===== config.mk =====
export PLATFORM = sky130hd
export DESIGN_NAME = ltlog_top
export DESIGN_NICKNAME = d
export VERILOG_FILES = /design/src/design/ltlog_pkg.sv /design/src/design/ltlog_top.sv
export SDC_FILE = /design/constraint.sdc
export NUM_CORES = 1
export LEC_CHECK = 0
export BUFFER_PORTS_ARGS = -buffer_cell sky130_fd_sc_hd__buf_2
export CAP_MARGIN = 20
export CELL_PAD_IN_SITES_DETAIL_PLACEMENT = 1
export CELL_PAD_IN_SITES_GLOBAL_PLACEMENT = 2
export CORE_UTILIZATION = 30
export DETAILED_ROUTE_END_ITERATION = 6
export GPL_TIMING_DRIVEN = 1
export PLACE_DENSITY = 0.76
export REMOVE_ABC_BUFFERS = 1
export SETUP_SLACK_MARGIN = 0.3
export SLEW_MARGIN = 20
export SYNTH_ARGS = -nofsm -noshare
export SYNTH_HDL_FRONTEND = slang
export SYNTH_SLANG_ARGS = --single-unit

===== constraint.sdc =====
create_clock -name clk -period 5.1 [get_ports clk]
set_input_delay 1.53 -clock clk [delete_from_list [all_inputs] [get_ports clk]]
set_output_delay 1.53 -clock clk [all_outputs]
set_load 0.02 [all_outputs]

===== src/design/ltlog_pkg.sv =====
package ltlog_pkg;

	// ----------------------------------------------------------------
	// Register map (byte addresses, one 32-bit word each)
	// ----------------------------------------------------------------
	localparam logic [7:0] ADDR_TEMP_HIGH = 8'h00;
	localparam logic [7:0] ADDR_TEMP_LOW = 8'h04;
	localparam logic [7:0] ADDR_VOLT_HIGH = 8'h08;
	localparam logic [7:0] ADDR_VOLT_LOW = 8'h0C;
	localparam logic [7:0] ADDR_CHG_PEAK = 8'h10;
	localparam logic [7:0] ADDR_DSG_PEAK = 8'h14;
	localparam logic [7:0] ADDR_TEMP_STEP = 8'h18;
	localparam logic [7:0] ADDR_VOLT_STEP = 8'h1C;
	localparam logic [7:0] ADDR_CUR_STEP = 8'h20;
	localparam logic [7:0] ADDR_WRITE_CNT = 8'h24;
	localparam logic [7:0] ADDR_FAULT = 8'h28;
	localparam logic [7:0] ADDR_CONTROL = 8'h2C;
	localparam logic [7:0] ADDR_IRQ_STATUS = 8'h30;
	localparam logic [7:0] ADDR_IRQ_CLEAR = 8'h34;
	localparam logic [7:0] ADDR_IRQ_ENABLE = 8'h38;

	// ----------------------------------------------------------------
	// Reset values
	// ----------------------------------------------------------------
	localparam logic [15:0] RST_TEMP_HIGH = 16'h0000;
	localparam logic [15:0] RST_TEMP_LOW = 16'h01F4;
	localparam logic [15:0] RST_VOLT_HIGH = 16'h0AF0;
	localparam logic [15:0] RST_VOLT_LOW = 16'h1388;
	localparam logic [15:0] RST_CHG_PEAK = 16'h0000;
	localparam logic [15:0] RST_DSG_PEAK = 16'h0000;
	localparam logic [7:0] RST_TEMP_STEP = 8'h0A;
	localparam logic [7:0] RST_VOLT_STEP = 8'h19;
	localparam logic [7:0] RST_CUR_STEP = 8'h64;
	localparam logic [15:0] RST_WRITE_CNT = 16'h0000;
	localparam logic [7:0] RST_FAULT = 8'h00;
	localparam logic [14:0] WRITE_CNT_MAX = 15'h7FFF;

	// ----------------------------------------------------------------
	// Field positions
	// ----------------------------------------------------------------
	localparam int FAULT_CELL_MONITOR = 5;
	localparam int FAULT_UNDERVOLTAGE = 4;
	localparam int FAULT_OVERVOLTAGE = 3;
	localparam int FAULT_SHORT_DSG = 2;
	localparam int FAULT_OVERCUR_DSG = 1;
	localparam int FAULT_OVERCUR_CHG = 0;
	localparam logic [7:0] FAULT_MASK = 8'h3F;
	localparam int CTRL_GAUGING_ENABLED = 0;
	localparam int IRQ_RECORD_WRITE = 0;
	localparam int IRQ_NEW_FAULT = 1;
	localparam int IRQ_WIDTH = 2;

	// ----------------------------------------------------------------
	// Timing
	// ----------------------------------------------------------------
	localparam longint CLOCK_HZ = 25000000;
	localparam longint POLL_PERIOD_MS = 1000;
	localparam longint POLL_CYCLES = (CLOCK_HZ * POLL_PERIOD_MS) / 1000;
	localparam int STORE_INTERVAL_S = 60;

	// ----------------------------------------------------------------
	// Types
	// ----------------------------------------------------------------
	typedef struct packed {
		logic [15:0] temperature; // Signed, 0.1 degree
		logic [15:0] voltage; // mV
		logic [15:0] current; // Signed mA, negative in discharge
	} ltlog_reading_type;

	typedef struct packed {
		logic [15:0] temp_high;
		logic [15:0] temp_low;
		logic [15:0] volt_high;
		logic [15:0] volt_low;
		logic [15:0] chg_peak;
		logic [15:0] dsg_peak;
	} ltlog_records_type;

	typedef enum logic [2:0] {
		ST_IDLE = 3'b001,
		ST_EVAL = 3'b010,
		ST_STORE = 3'b100
	} ltlog_state_type;

endpackage : ltlog_pkg


===== src/design/ltlog_top.sv =====
// Added by the designer: register access over Wishbone.
`timescale 1ns/1ps
module ltlog_top
	import ltlog_pkg::*;
#(
	parameter longint POLL_CYCLES_P = POLL_CYCLES // Shorten for simulation
) (
	input wire logic clk, // 25 MHz clock
	input wire logic reset_n, // Asynchronous reset, active low
	input wire logic wb_cyc_i, // Wishbone cycle
	input wire logic wb_stb_i, // Wishbone strobe
	input wire logic wb_we_i, // Wishbone write enable
	input wire logic [7:0] wb_adr_i, // Byte address
	input wire logic [3:0] wb_sel_i, // Byte lanes
	input wire logic [31:0] wb_dat_i, // Write data
	output logic [31:0] wb_dat_o, // Read data
	output logic wb_ack_o, // Acknowledge
	input wire ltlog_reading_type reading, // Front end reading, same clock
	input wire logic reading_valid, // One-cycle pulse, new reading
	input wire logic [5:0] protector_status, // Protector fault pins
	output logic store_request, // Pulse: records written to storage
	output logic irq // Level interrupt
);

	// ----------------------------------------------------------------
	// Functions
	// ----------------------------------------------------------------
	// Signed difference a-b compared against an unsigned step
	// Eighteen bits hold the widest swing of two 16-bit values plus a sign,
	// so a reading near one end never wraps past a record at the other
	function automatic logic beats_by_step(input logic [15:0] a, input logic [15:0] b,
			input logic [7:0] step);
		logic signed [17:0] diff;
		diff = 18'($signed(a)) - 18'($signed(b));
		// Step widened with zeros: it stays unsigned however large
		return diff > $signed({10'h000, step});
	endfunction : beats_by_step

	// Plain signed order, used when another record drags this one along
	function automatic logic beats(input logic [15:0] a, input logic [15:0] b);
		return $signed(a) > $signed(b);
	endfunction : beats

	// True when the held write request targets the given byte address
	function automatic logic write_hit(input logic wr, input logic [7:0] adr,
			input logic [7:0] target);
		return wr && (adr == target);
	endfunction : write_hit

	// Merge a Wishbone write into a 16-bit register by byte lanes
	// Lanes 2 and 3 are ignored; every register fits in the low half word
	function automatic logic [15:0] lane16(input logic [15:0] old, input logic [31:0] d,
			input logic [3:0] sel);
		return {sel[1] ? d[15:8] : old[15:8], sel[0] ? d[7:0] : old[7:0]};
	endfunction : lane16

	// ----------------------------------------------------------------
	// Input synchronisers and registers
	// ----------------------------------------------------------------
	// Synchroniser stages
	logic [5:0] prot_meta;
	logic [5:0] prot_sync;

	// Records and software registers
	ltlog_records_type rec;
	logic [7:0] temperature_step;
	logic [7:0] voltage_step;
	logic [7:0] current_step;
	logic [15:0] log_write_counter;
	logic [7:0] cumulative_fault_byte;
	logic gauging_enabled_bit;

	// Interrupt status and mask
	logic [IRQ_WIDTH-1:0] irq_status;
	logic [IRQ_WIDTH-1:0] irq_enable;

	// Sequencer, timebase and throttle
	ltlog_state_type state;
	ltlog_reading_type sample;
	logic [31:0] poll_count;
	logic poll_tick;
	logic [5:0] store_wait;
	logic store_allowed;

	// Per-record decisions, bit order as in the record struct
	logic [5:0] want;
	logic [5:0] merely;
	logic [5:0] upd;

	// Bus and interrupt decode
	logic bus_req;
	logic bus_write;
	logic [IRQ_WIDTH-1:0] irq_set;
	logic [IRQ_WIDTH-1:0] irq_clear;
	logic [7:0] new_faults;

	// Protector pins are asynchronous; two flops before use
	// The first stage may be metastable, so only the second flop reads it
	always_ff @(posedge clk or negedge reset_n) begin
		if (!reset_n) begin
			prot_meta <= 6'h00;
			prot_sync <= 6'h00;
		end else begin
			prot_meta <= protector_status;
			prot_sync <= prot_meta;
		end
	end

	// ----------------------------------------------------------------
	// Timebase: one-second poll tick and store throttle
	// ----------------------------------------------------------------
	// Free-running divider; the tick is a one-cycle enable, not a clock
	// Ticks are not aligned to stores, so a throttle span may be a tick short
	always_ff @(posedge clk or negedge reset_n) begin
		if (!reset_n) begin
			poll_count <= 32'h00000000;
			poll_tick <= 1'b0;
		end else if (poll_count >= 32'(POLL_CYCLES_P - 1)) begin
			poll_count <= 32'h00000000;
			poll_tick <= 1'b1;
		end else begin
			poll_count <= poll_count + 32'h00000001;
			poll_tick <= 1'b0;
		end
	end

	// Seconds left until the next store is allowed; first store is allowed right after reset
	// Readings are refused while it counts, so storage sees no extra wear
	always_ff @(posedge clk or negedge reset_n) begin
		if (!reset_n) begin
			store_wait <= 6'h00;
		end else if (state == ST_STORE) begin
			store_wait <= 6'(STORE_INTERVAL_S);
		end else if (poll_tick && store_wait != 6'h00) begin
			store_wait <= store_wait - 6'h01;
		end
	end
	assign store_allowed = (store_wait == 6'h00);

	// ----------------------------------------------------------------
	// Update decisions, all six records judged on one sample
	// ----------------------------------------------------------------
	// Voltage is compared signed too; its range stops at 32767, so the sign
	// bit never sets and the result matches an unsigned compare
	always_comb begin
		// Step-qualified: the difference must exceed the step, equal is not enough
		want[0] = beats_by_step(sample.temperature, rec.temp_high, temperature_step);
		want[1] = beats_by_step(rec.temp_low, sample.temperature, temperature_step);
		want[2] = beats_by_step(sample.voltage, rec.volt_high, voltage_step);
		want[3] = beats_by_step(rec.volt_low, sample.voltage, voltage_step);
		want[4] = beats_by_step(sample.current, rec.chg_peak, current_step);
		want[5] = beats_by_step(rec.dsg_peak, sample.current, current_step);
		// Merely better: no step needed, used only when some record qualifies
		merely[0] = beats(sample.temperature, rec.temp_high);
		merely[1] = beats(rec.temp_low, sample.temperature);
		merely[2] = beats(sample.voltage, rec.volt_high);
		merely[3] = beats(rec.volt_low, sample.voltage);
		merely[4] = beats(sample.current, rec.chg_peak);
		merely[5] = beats(rec.dsg_peak, sample.current);
		// Any step-qualified record drags the merely-better ones along
		upd = want | (merely & {6{|want}});
	end

	// ----------------------------------------------------------------
	// Sequencer: wait for reading, evaluate, store
	// ----------------------------------------------------------------
	// IDLE takes one reading, EVAL commits the records, STORE counts the
	// write and starts the throttle; a pass without a qualifying record
	// goes back to IDLE and leaves storage untouched
	always_ff @(posedge clk or negedge reset_n) begin
		if (!reset_n) begin
			state <= ST_IDLE;
			sample <= '0;
		end else begin
			case (state)
				ST_IDLE: begin
					// Gate on enable and throttle; readings in between are dropped
					// A reading that arrives in EVAL or STORE is not queued
					if (reading_valid && gauging_enabled_bit && store_allowed) begin
						sample <= reading;
						state <= ST_EVAL;
					end
				end
				ST_EVAL: begin
					// Records change on this edge when any step qualifies
					state <= (|want) ? ST_STORE : ST_IDLE;
				end
				ST_STORE: begin
					// One cycle only; counter, throttle and interrupt all key on it
					state <= ST_IDLE;
				end
				default: begin
					state <= ST_IDLE;
				end
			endcase
		end
	end

	// Registered copy of the store state so the pin comes from a flop;
	// it lags the store state by one cycle and rises on the same edge as the counter update
	always_ff @(posedge clk or negedge reset_n) begin
		if (!reset_n) begin
			store_request <= 1'b0;
		end else begin
			store_request <= (state == ST_STORE);
		end
	end

	// ----------------------------------------------------------------
	// Wishbone decode
	// ----------------------------------------------------------------
	// A request is taken once; ack low gates it so the held request
	// is not taken a second time in the ack cycle
	assign bus_req = wb_cyc_i && wb_stb_i && !wb_ack_o;
	assign bus_write = bus_req && wb_we_i;

	// Records: hardware update in EVAL beats a software write
	// A write in that cycle is lost; the lifetime value wins because it
	// reflects what the pack really saw
	always_ff @(posedge clk or negedge reset_n) begin
		if (!reset_n) begin
			rec.temp_high <= RST_TEMP_HIGH;
			rec.temp_low <= RST_TEMP_LOW;
			rec.volt_high <= RST_VOLT_HIGH;
			rec.volt_low <= RST_VOLT_LOW;
			rec.chg_peak <= RST_CHG_PEAK;
			rec.dsg_peak <= RST_DSG_PEAK;
		end else if (state == ST_EVAL && |want) begin
			if (upd[0]) rec.temp_high <= sample.temperature;
			if (upd[1]) rec.temp_low <= sample.temperature;
			if (upd[2]) rec.volt_high <= sample.voltage;
			if (upd[3]) rec.volt_low <= sample.voltage;
			if (upd[4]) rec.chg_peak <= sample.current;
			if (upd[5]) rec.dsg_peak <= sample.current;
		end else if (bus_write) begin
			case (wb_adr_i)
				ADDR_TEMP_HIGH: rec.temp_high <= lane16(rec.temp_high, wb_dat_i, wb_sel_i);
				ADDR_TEMP_LOW: rec.temp_low <= lane16(rec.temp_low, wb_dat_i, wb_sel_i);
				ADDR_VOLT_HIGH: rec.volt_high <= lane16(rec.volt_high, wb_dat_i, wb_sel_i);
				ADDR_VOLT_LOW: rec.volt_low <= lane16(rec.volt_low, wb_dat_i, wb_sel_i);
				ADDR_CHG_PEAK: rec.chg_peak <= lane16(rec.chg_peak, wb_dat_i, wb_sel_i);
				ADDR_DSG_PEAK: rec.dsg_peak <= lane16(rec.dsg_peak, wb_dat_i, wb_sel_i);
				default: begin
				end
			endcase
		end
	end

	// Steps and control
	// Byte registers use lane 0 only; the upper lanes are ignored
	always_ff @(posedge clk or negedge reset_n) begin
		if (!reset_n) begin
			temperature_step <= RST_TEMP_STEP;
			voltage_step <= RST_VOLT_STEP;
			current_step <= RST_CUR_STEP;
			gauging_enabled_bit <= 1'b0;
			irq_enable <= '0;
		end else if (bus_write && wb_sel_i[0]) begin
			case (wb_adr_i)
				ADDR_TEMP_STEP: temperature_step <= wb_dat_i[7:0];
				ADDR_VOLT_STEP: voltage_step <= wb_dat_i[7:0];
				ADDR_CUR_STEP: current_step <= wb_dat_i[7:0];
				ADDR_CONTROL: gauging_enabled_bit <= wb_dat_i[CTRL_GAUGING_ENABLED];
				ADDR_IRQ_ENABLE: irq_enable <= wb_dat_i[IRQ_WIDTH-1:0];
				default: begin
				end
			endcase
		end
	end

	// Write counter saturates at its top; software may preset it
	// Bit 15 stays clear so the count never leaves its 0..32767 range
	always_ff @(posedge clk or negedge reset_n) begin
		if (!reset_n) begin
			log_write_counter <= RST_WRITE_CNT;
		end else if (state == ST_STORE) begin
			// Saturate rather than wrap, so a worn log still reads full
			if (log_write_counter[14:0] != WRITE_CNT_MAX) begin
				log_write_counter <= {1'b0, log_write_counter[14:0] + 15'h0001};
			end
		end else if (write_hit(bus_write, wb_adr_i, ADDR_WRITE_CNT)) begin
			log_write_counter <= {1'b0, 15'(lane16(log_write_counter, wb_dat_i, wb_sel_i))};
		end
	end

	// Fault byte: poll once a second, OR in; new events win over a write
	// Only unseen events count as new, so the new-fault interrupt fires
	// once per event rather than once per poll
	assign new_faults = {2'b00, prot_sync} & ~cumulative_fault_byte & FAULT_MASK;
	// Reserved bits 7:6 are forced to zero on every path
	always_ff @(posedge clk or negedge reset_n) begin
		if (!reset_n) begin
			cumulative_fault_byte <= RST_FAULT;
		end else begin
			if (write_hit(bus_write, wb_adr_i, ADDR_FAULT) && wb_sel_i[0]) begin
				cumulative_fault_byte <= (wb_dat_i[7:0] & FAULT_MASK)
					| (poll_tick ? new_faults : 8'h00);
			end else if (poll_tick) begin
				cumulative_fault_byte <= cumulative_fault_byte | new_faults;
			end
		end
	end

	// ----------------------------------------------------------------
	// Interrupts: sticky status, write-one-to-clear, set wins
	// ----------------------------------------------------------------
	// Store and new-fault events set; a written one clears
	assign irq_set[IRQ_RECORD_WRITE] = (state == ST_STORE);
	assign irq_set[IRQ_NEW_FAULT] = poll_tick && (|new_faults);
	assign irq_clear = (write_hit(bus_write, wb_adr_i, ADDR_IRQ_CLEAR) && wb_sel_i[0])
		? wb_dat_i[IRQ_WIDTH-1:0] : '0;

	always_ff @(posedge clk or negedge reset_n) begin
		if (!reset_n) begin
			irq_status <= '0;
			irq <= 1'b0;
		end else begin
			irq_status <= (irq_status & ~irq_clear) | irq_set;
			// Level follows the next status, so it never lags it by a cycle
			irq <= |(((irq_status & ~irq_clear) | irq_set) & irq_enable);
		end
	end

	// ----------------------------------------------------------------
	// Read mux and acknowledge, one wait-free cycle
	// ----------------------------------------------------------------
	always_ff @(posedge clk or negedge reset_n) begin
		if (!reset_n) begin
			wb_ack_o <= 1'b0;
			wb_dat_o <= 32'h00000000;
		end else begin
			wb_ack_o <= bus_req;
			// Data stands only in the ack cycle and reads zero otherwise, so a
			// late sampler sees zero rather than stale data
			if (bus_req && !wb_we_i) begin
				// Unused upper bits read zero
				case (wb_adr_i)
					ADDR_TEMP_HIGH: wb_dat_o <= {16'h0000, rec.temp_high};
					ADDR_TEMP_LOW: wb_dat_o <= {16'h0000, rec.temp_low};
					ADDR_VOLT_HIGH: wb_dat_o <= {16'h0000, rec.volt_high};
					ADDR_VOLT_LOW: wb_dat_o <= {16'h0000, rec.volt_low};
					ADDR_CHG_PEAK: wb_dat_o <= {16'h0000, rec.chg_peak};
					ADDR_DSG_PEAK: wb_dat_o <= {16'h0000, rec.dsg_peak};
					ADDR_TEMP_STEP: wb_dat_o <= {24'h000000, temperature_step};
					ADDR_VOLT_STEP: wb_dat_o <= {24'h000000, voltage_step};
					ADDR_CUR_STEP: wb_dat_o <= {24'h000000, current_step};
					ADDR_WRITE_CNT: wb_dat_o <= {16'h0000, log_write_counter};
					ADDR_FAULT: wb_dat_o <= {24'h000000, cumulative_fault_byte};
					ADDR_CONTROL: wb_dat_o <= {31'h00000000, gauging_enabled_bit};
					ADDR_IRQ_STATUS: wb_dat_o <= {30'h00000000, irq_status};
					ADDR_IRQ_ENABLE: wb_dat_o <= {30'h00000000, irq_enable};
					default: wb_dat_o <= 32'h00000000; // Unmapped and clear reg read 0
				endcase
			end else begin
				wb_dat_o <= 32'h00000000;
			end
		end
	end

endmodule : ltlog_top


==> summary.txt <==
Status
  • Run status: complete, no violations

Global routing
  • Antenna violations before repair: 0
  • Total track usage: 21.8%
  • Largest net degree at the start of global routing: 111
  • First-pass GRT wire length: 106 mm
  • Vias in the first global route: 18000
  • Total grt overflow: 0

Placed design
  • Post-DP HPWL: 53.3 mm
  • Port bufs: 104
  • Post-Place Setup Slack: -270 ps
  • Placer Congestion: 0.891

Power and ir drop
  • Maximum vdd drop: 175 uV
  • PD cells: 295 nW/um^2
  • Static leakage: 10.7 nW
  • Total Power: 7.03 mW

STA
  • Rel. slew slack: 36.1%
  • Final setup margin: 26.9 ps
  • RSZ-0062 raised after global routing: true
  • Min Tclk post-route: 5070 ps
  • Fin crit share: 99.5%
  • Clock Skew: 34.6 ps
  • Slew Viols, Final: 0
  • Setup violators final: 0
  • TNS Setup: 0 ps
  • Worst-Margin Slew: 959 ps
  • Final hold vios: 0
  • Fmax: 197 MHz

Critical path
  • CP max-delay cell: dfrtp_1
  • CP Max Fanout: 8
  • Crit path from: sample[16]$_DFFE_PN0P_
  • Crit path launch type: register
  • R2R setup slack: 30 ps
  • CP peak stage delay: 390 ps
  • Element type at the critical path end: register
  • R2r endpoint: rec[49]$_DFFE_PN0P_
  • Setup Crit Path Kind: reg2reg
  • Critical Path Sink: rec[49]$_DFFE_PN0P_
  • WP data required: 5570 ps
  • Most used cell along the critical path: buf_4
  • CP arrival: 5540 ps
  • R2R Path Start: sample[16]$_DFFE_PN0P_
  • R2R depth: 27

Synth
  • Post-Syn Area: 18600 sq um
  • Register bit total from synthesis: 267
  • Ys Warns: 0
  • Unique cell type count in the Yosys netlist: 82
  • Post-synth EDFFs: 0
  • Synth Instances: 2041
  • Syn_area_per_cell: 9.10 sq um
  • Register area share after synthesis: 36.2%
  • Most used DFF post-synth: dfrtp_1
  • Async S/R FF share, synth: 100%

Clocking
  • Post-CTS Hold Buffers: 0
  • Worst skew pair latency: 570 ps
  • CTS Buf Count: 36
  • Clk slew on worst S/H paths: 60 ps
  • CTS tree: built
  • H-tree lvl count: 2
  • Clk sink count: 267
  • Root Buffer: clkbuf_16
  • Max Buffers Root-to-Sink: 3

Route
  • DR pass1 iterations: 5
  • Post-route ant nets: 0
  • Routed vias/inst: 5.41
  • Drt drc: 0
  • Wire length per cell: 22.3 um
  • Starting DRT DRC Count: 1010
  • Final wirelength: 69.9 mm
  • Via Count: 17000

Floorplan
  • Row Count: 90
  • Die height: 251 um
  • Die ar.: 62900 sq um
  • Initial core utilization: 30.5%
  • # IOs: 139
  • Die width: 251 um
  • Core footprint: 60800 sq um

Finish
  • Final Util: 39.2%
  • Final net count: 2581
  • Diode count: 0
  • Fillers: 6930
  • Layout area overhead: 28.5%
  • Share of post-route cells with drive strength above 1: 24.3%

Run
  • Max Cap Viol: 0

Hold path
  • Worst Hold Class: reg2reg
## report_power, final
| group | internal, mW | switching [mW] |
|---|---|---|
| sequential | 2.18 | 0.0658 |
| combinational | 0.915 | 1.10 |
| clock | 1.70 | 1.07 |
## what timing repair did
item	4_1_cts	5_1_grt
gates resized for setup	106	101
hold endpoints to repair	0	0
gates cloned	3	0
setup buffers	36	19
endpoints found under the setup margin	98	98
pin swaps	41	44
## cell usage in the layout (no fill, tap or decap), types with 29 or more instances in the layout
| master | count |
|---|---|
| ha_1 | 135 |
| buf_4 | 152 |
| xnor2_1 | 50 |
| buf_2 | 103 |
| nor2_1 | 131 |
| a21oi_1 | 100 |
| clkbuf_16 | 36 |
| nand4_1 | 35 |
| inv_1 | 213 |
| nand3_1 | 38 |
| a22oi_1 | 35 |
| nand2_1 | 164 |
| a31oi_1 | 29 |
| dfrtp_1 | 234 |
| o21ai_0 | 121 |
| mux2i_1 | 109 |
## worst min-delay path by stage
| stage | from | end | cells past startpoint |
|---|---|---|---|
| floorplan | prot_meta[0]$_DFF_PN0_ | prot_sync[0]$_DFF_PN0_ | 0 |
| global placement | prot_meta[4]$_DFF_PN0_ | prot_sync[4]$_DFF_PN0_ | 0 |
| detailed placement | prot_meta[5]$_DFF_PN0_ | prot_sync[5]$_DFF_PN0_ | 0 |
| CTS | prot_meta[5]$_DFF_PN0_ | prot_sync[5]$_DFF_PN0_ | 0 |
| global route | prot_meta[1]$_DFF_PN0_ | prot_sync[1]$_DFF_PN0_ | 0 |
| finish | prot_meta[5]$_DFF_PN0_ | prot_sync[5]$_DFF_PN0_ | 0 |
## cell families (layout without fill, tap and decap cells)
group	count (synthesis)	after routing	synth area share, %
AO/OA/AOI/OAI	530	530	19.3
adder cells (fa/ha/maj)	154	154	10.6
flip-flops	267	267	36.2
AND/OR/NAND/NOR	536	536	13.9
buffers and inverters	300	588	6.66
XOR/XNOR	77	77	3.63
multiplexers	176	176	9.68
other	1	23	0.0202
## per-stage QoR
stage          hold slack [ps]  instances  area, sq um
2_1_floorplan              331       1985        18200
3_3_place_gp               344       3009        21100
3_5_place_dp               348       3009        21100
4_1_cts                    351       3114        23200
5_1_grt                    362       3133        23900
6_report                   351       3133        23900
## worst max-delay path, delay by kind of cell (launching register included)
| family | cells | cell delay [ps] |
|---|---|---|
| AO/OA/AOI/OAI | 7 | 1280 |
| buffers and inverters | 8 | 1180 |
| XOR/XNOR | 1 | 210 |
| adder cells (fa/ha/maj) | 3 | 820 |
| multiplexers | 1 | 240 |
| flip-flops | 1 | 390 |
| AND/OR/NAND/NOR | 7 | 860 |
## Yosys cell counts, drive strengths merged, types with 23 or more instances
cell type | instances | area share [%]
nor2 | 136 | 2.7
o21ai | 128 | 3.6
mux2 | 28 | 1.7
and3 | 26 | 0.88
nor3 | 29 | 0.78
nand3 | 40 | 1.1
ha | 148 | 10
a21o | 23 | 0.93
buf | 28 | 1.2
a31oi | 31 | 1.0
o22ai | 23 | 1.2
a22oi | 35 | 1.4
clkbuf | 50 | 1.0
xor2 | 27 | 1.3
a21oi | 113 | 3.1
nand4 | 35 | 1.2
dfrtp | 241 | 32
nand2 | 165 | 3.3
xnor2 | 50 | 2.4
dfstp | 26 | 3.7
mux2i | 148 | 8.0
inv | 221 | 4.5
## sequential cells by signal (all words and copies together) (netlist names), 3 cells and up
register	cells
prot_sync	6
current_step	8
sample	48
poll_count	32
voltage_step	8
log_write_counter	15
state	3
cumulative_fault_byte	6
wb_dat_o	16
temperature_step	8
rec	96
store_wait	6
prot_meta	6
## per-layer routing
layer  global-route usage, %  routed length [um]  vias to the layer above
met1                    28.1               30200                     8638
li1                        -                   -                     7886
met2                    38.5               34900                      338
met3                    2.20                2900                       95
met4                    6.05                1890                        0
met5                       0                   0                        -
## area by class of cell
class | count | area [sq um] | share of cell area [%]
Inverter | 222 | 842 | 3.53
Clock buffer | 49 | 1000 | 4.19
Tap cell | 782 | 978 | 4.10
Timing Repair Buffer | 300 | 2430 | 10.2
Clock inverter | 17 | 282 | 1.18
Sequential cell | 267 | 6720 | 28.2
Multi-Input combinational cell | 1496 | 11600 | 48.6
(Power assumes the default switching activity.)
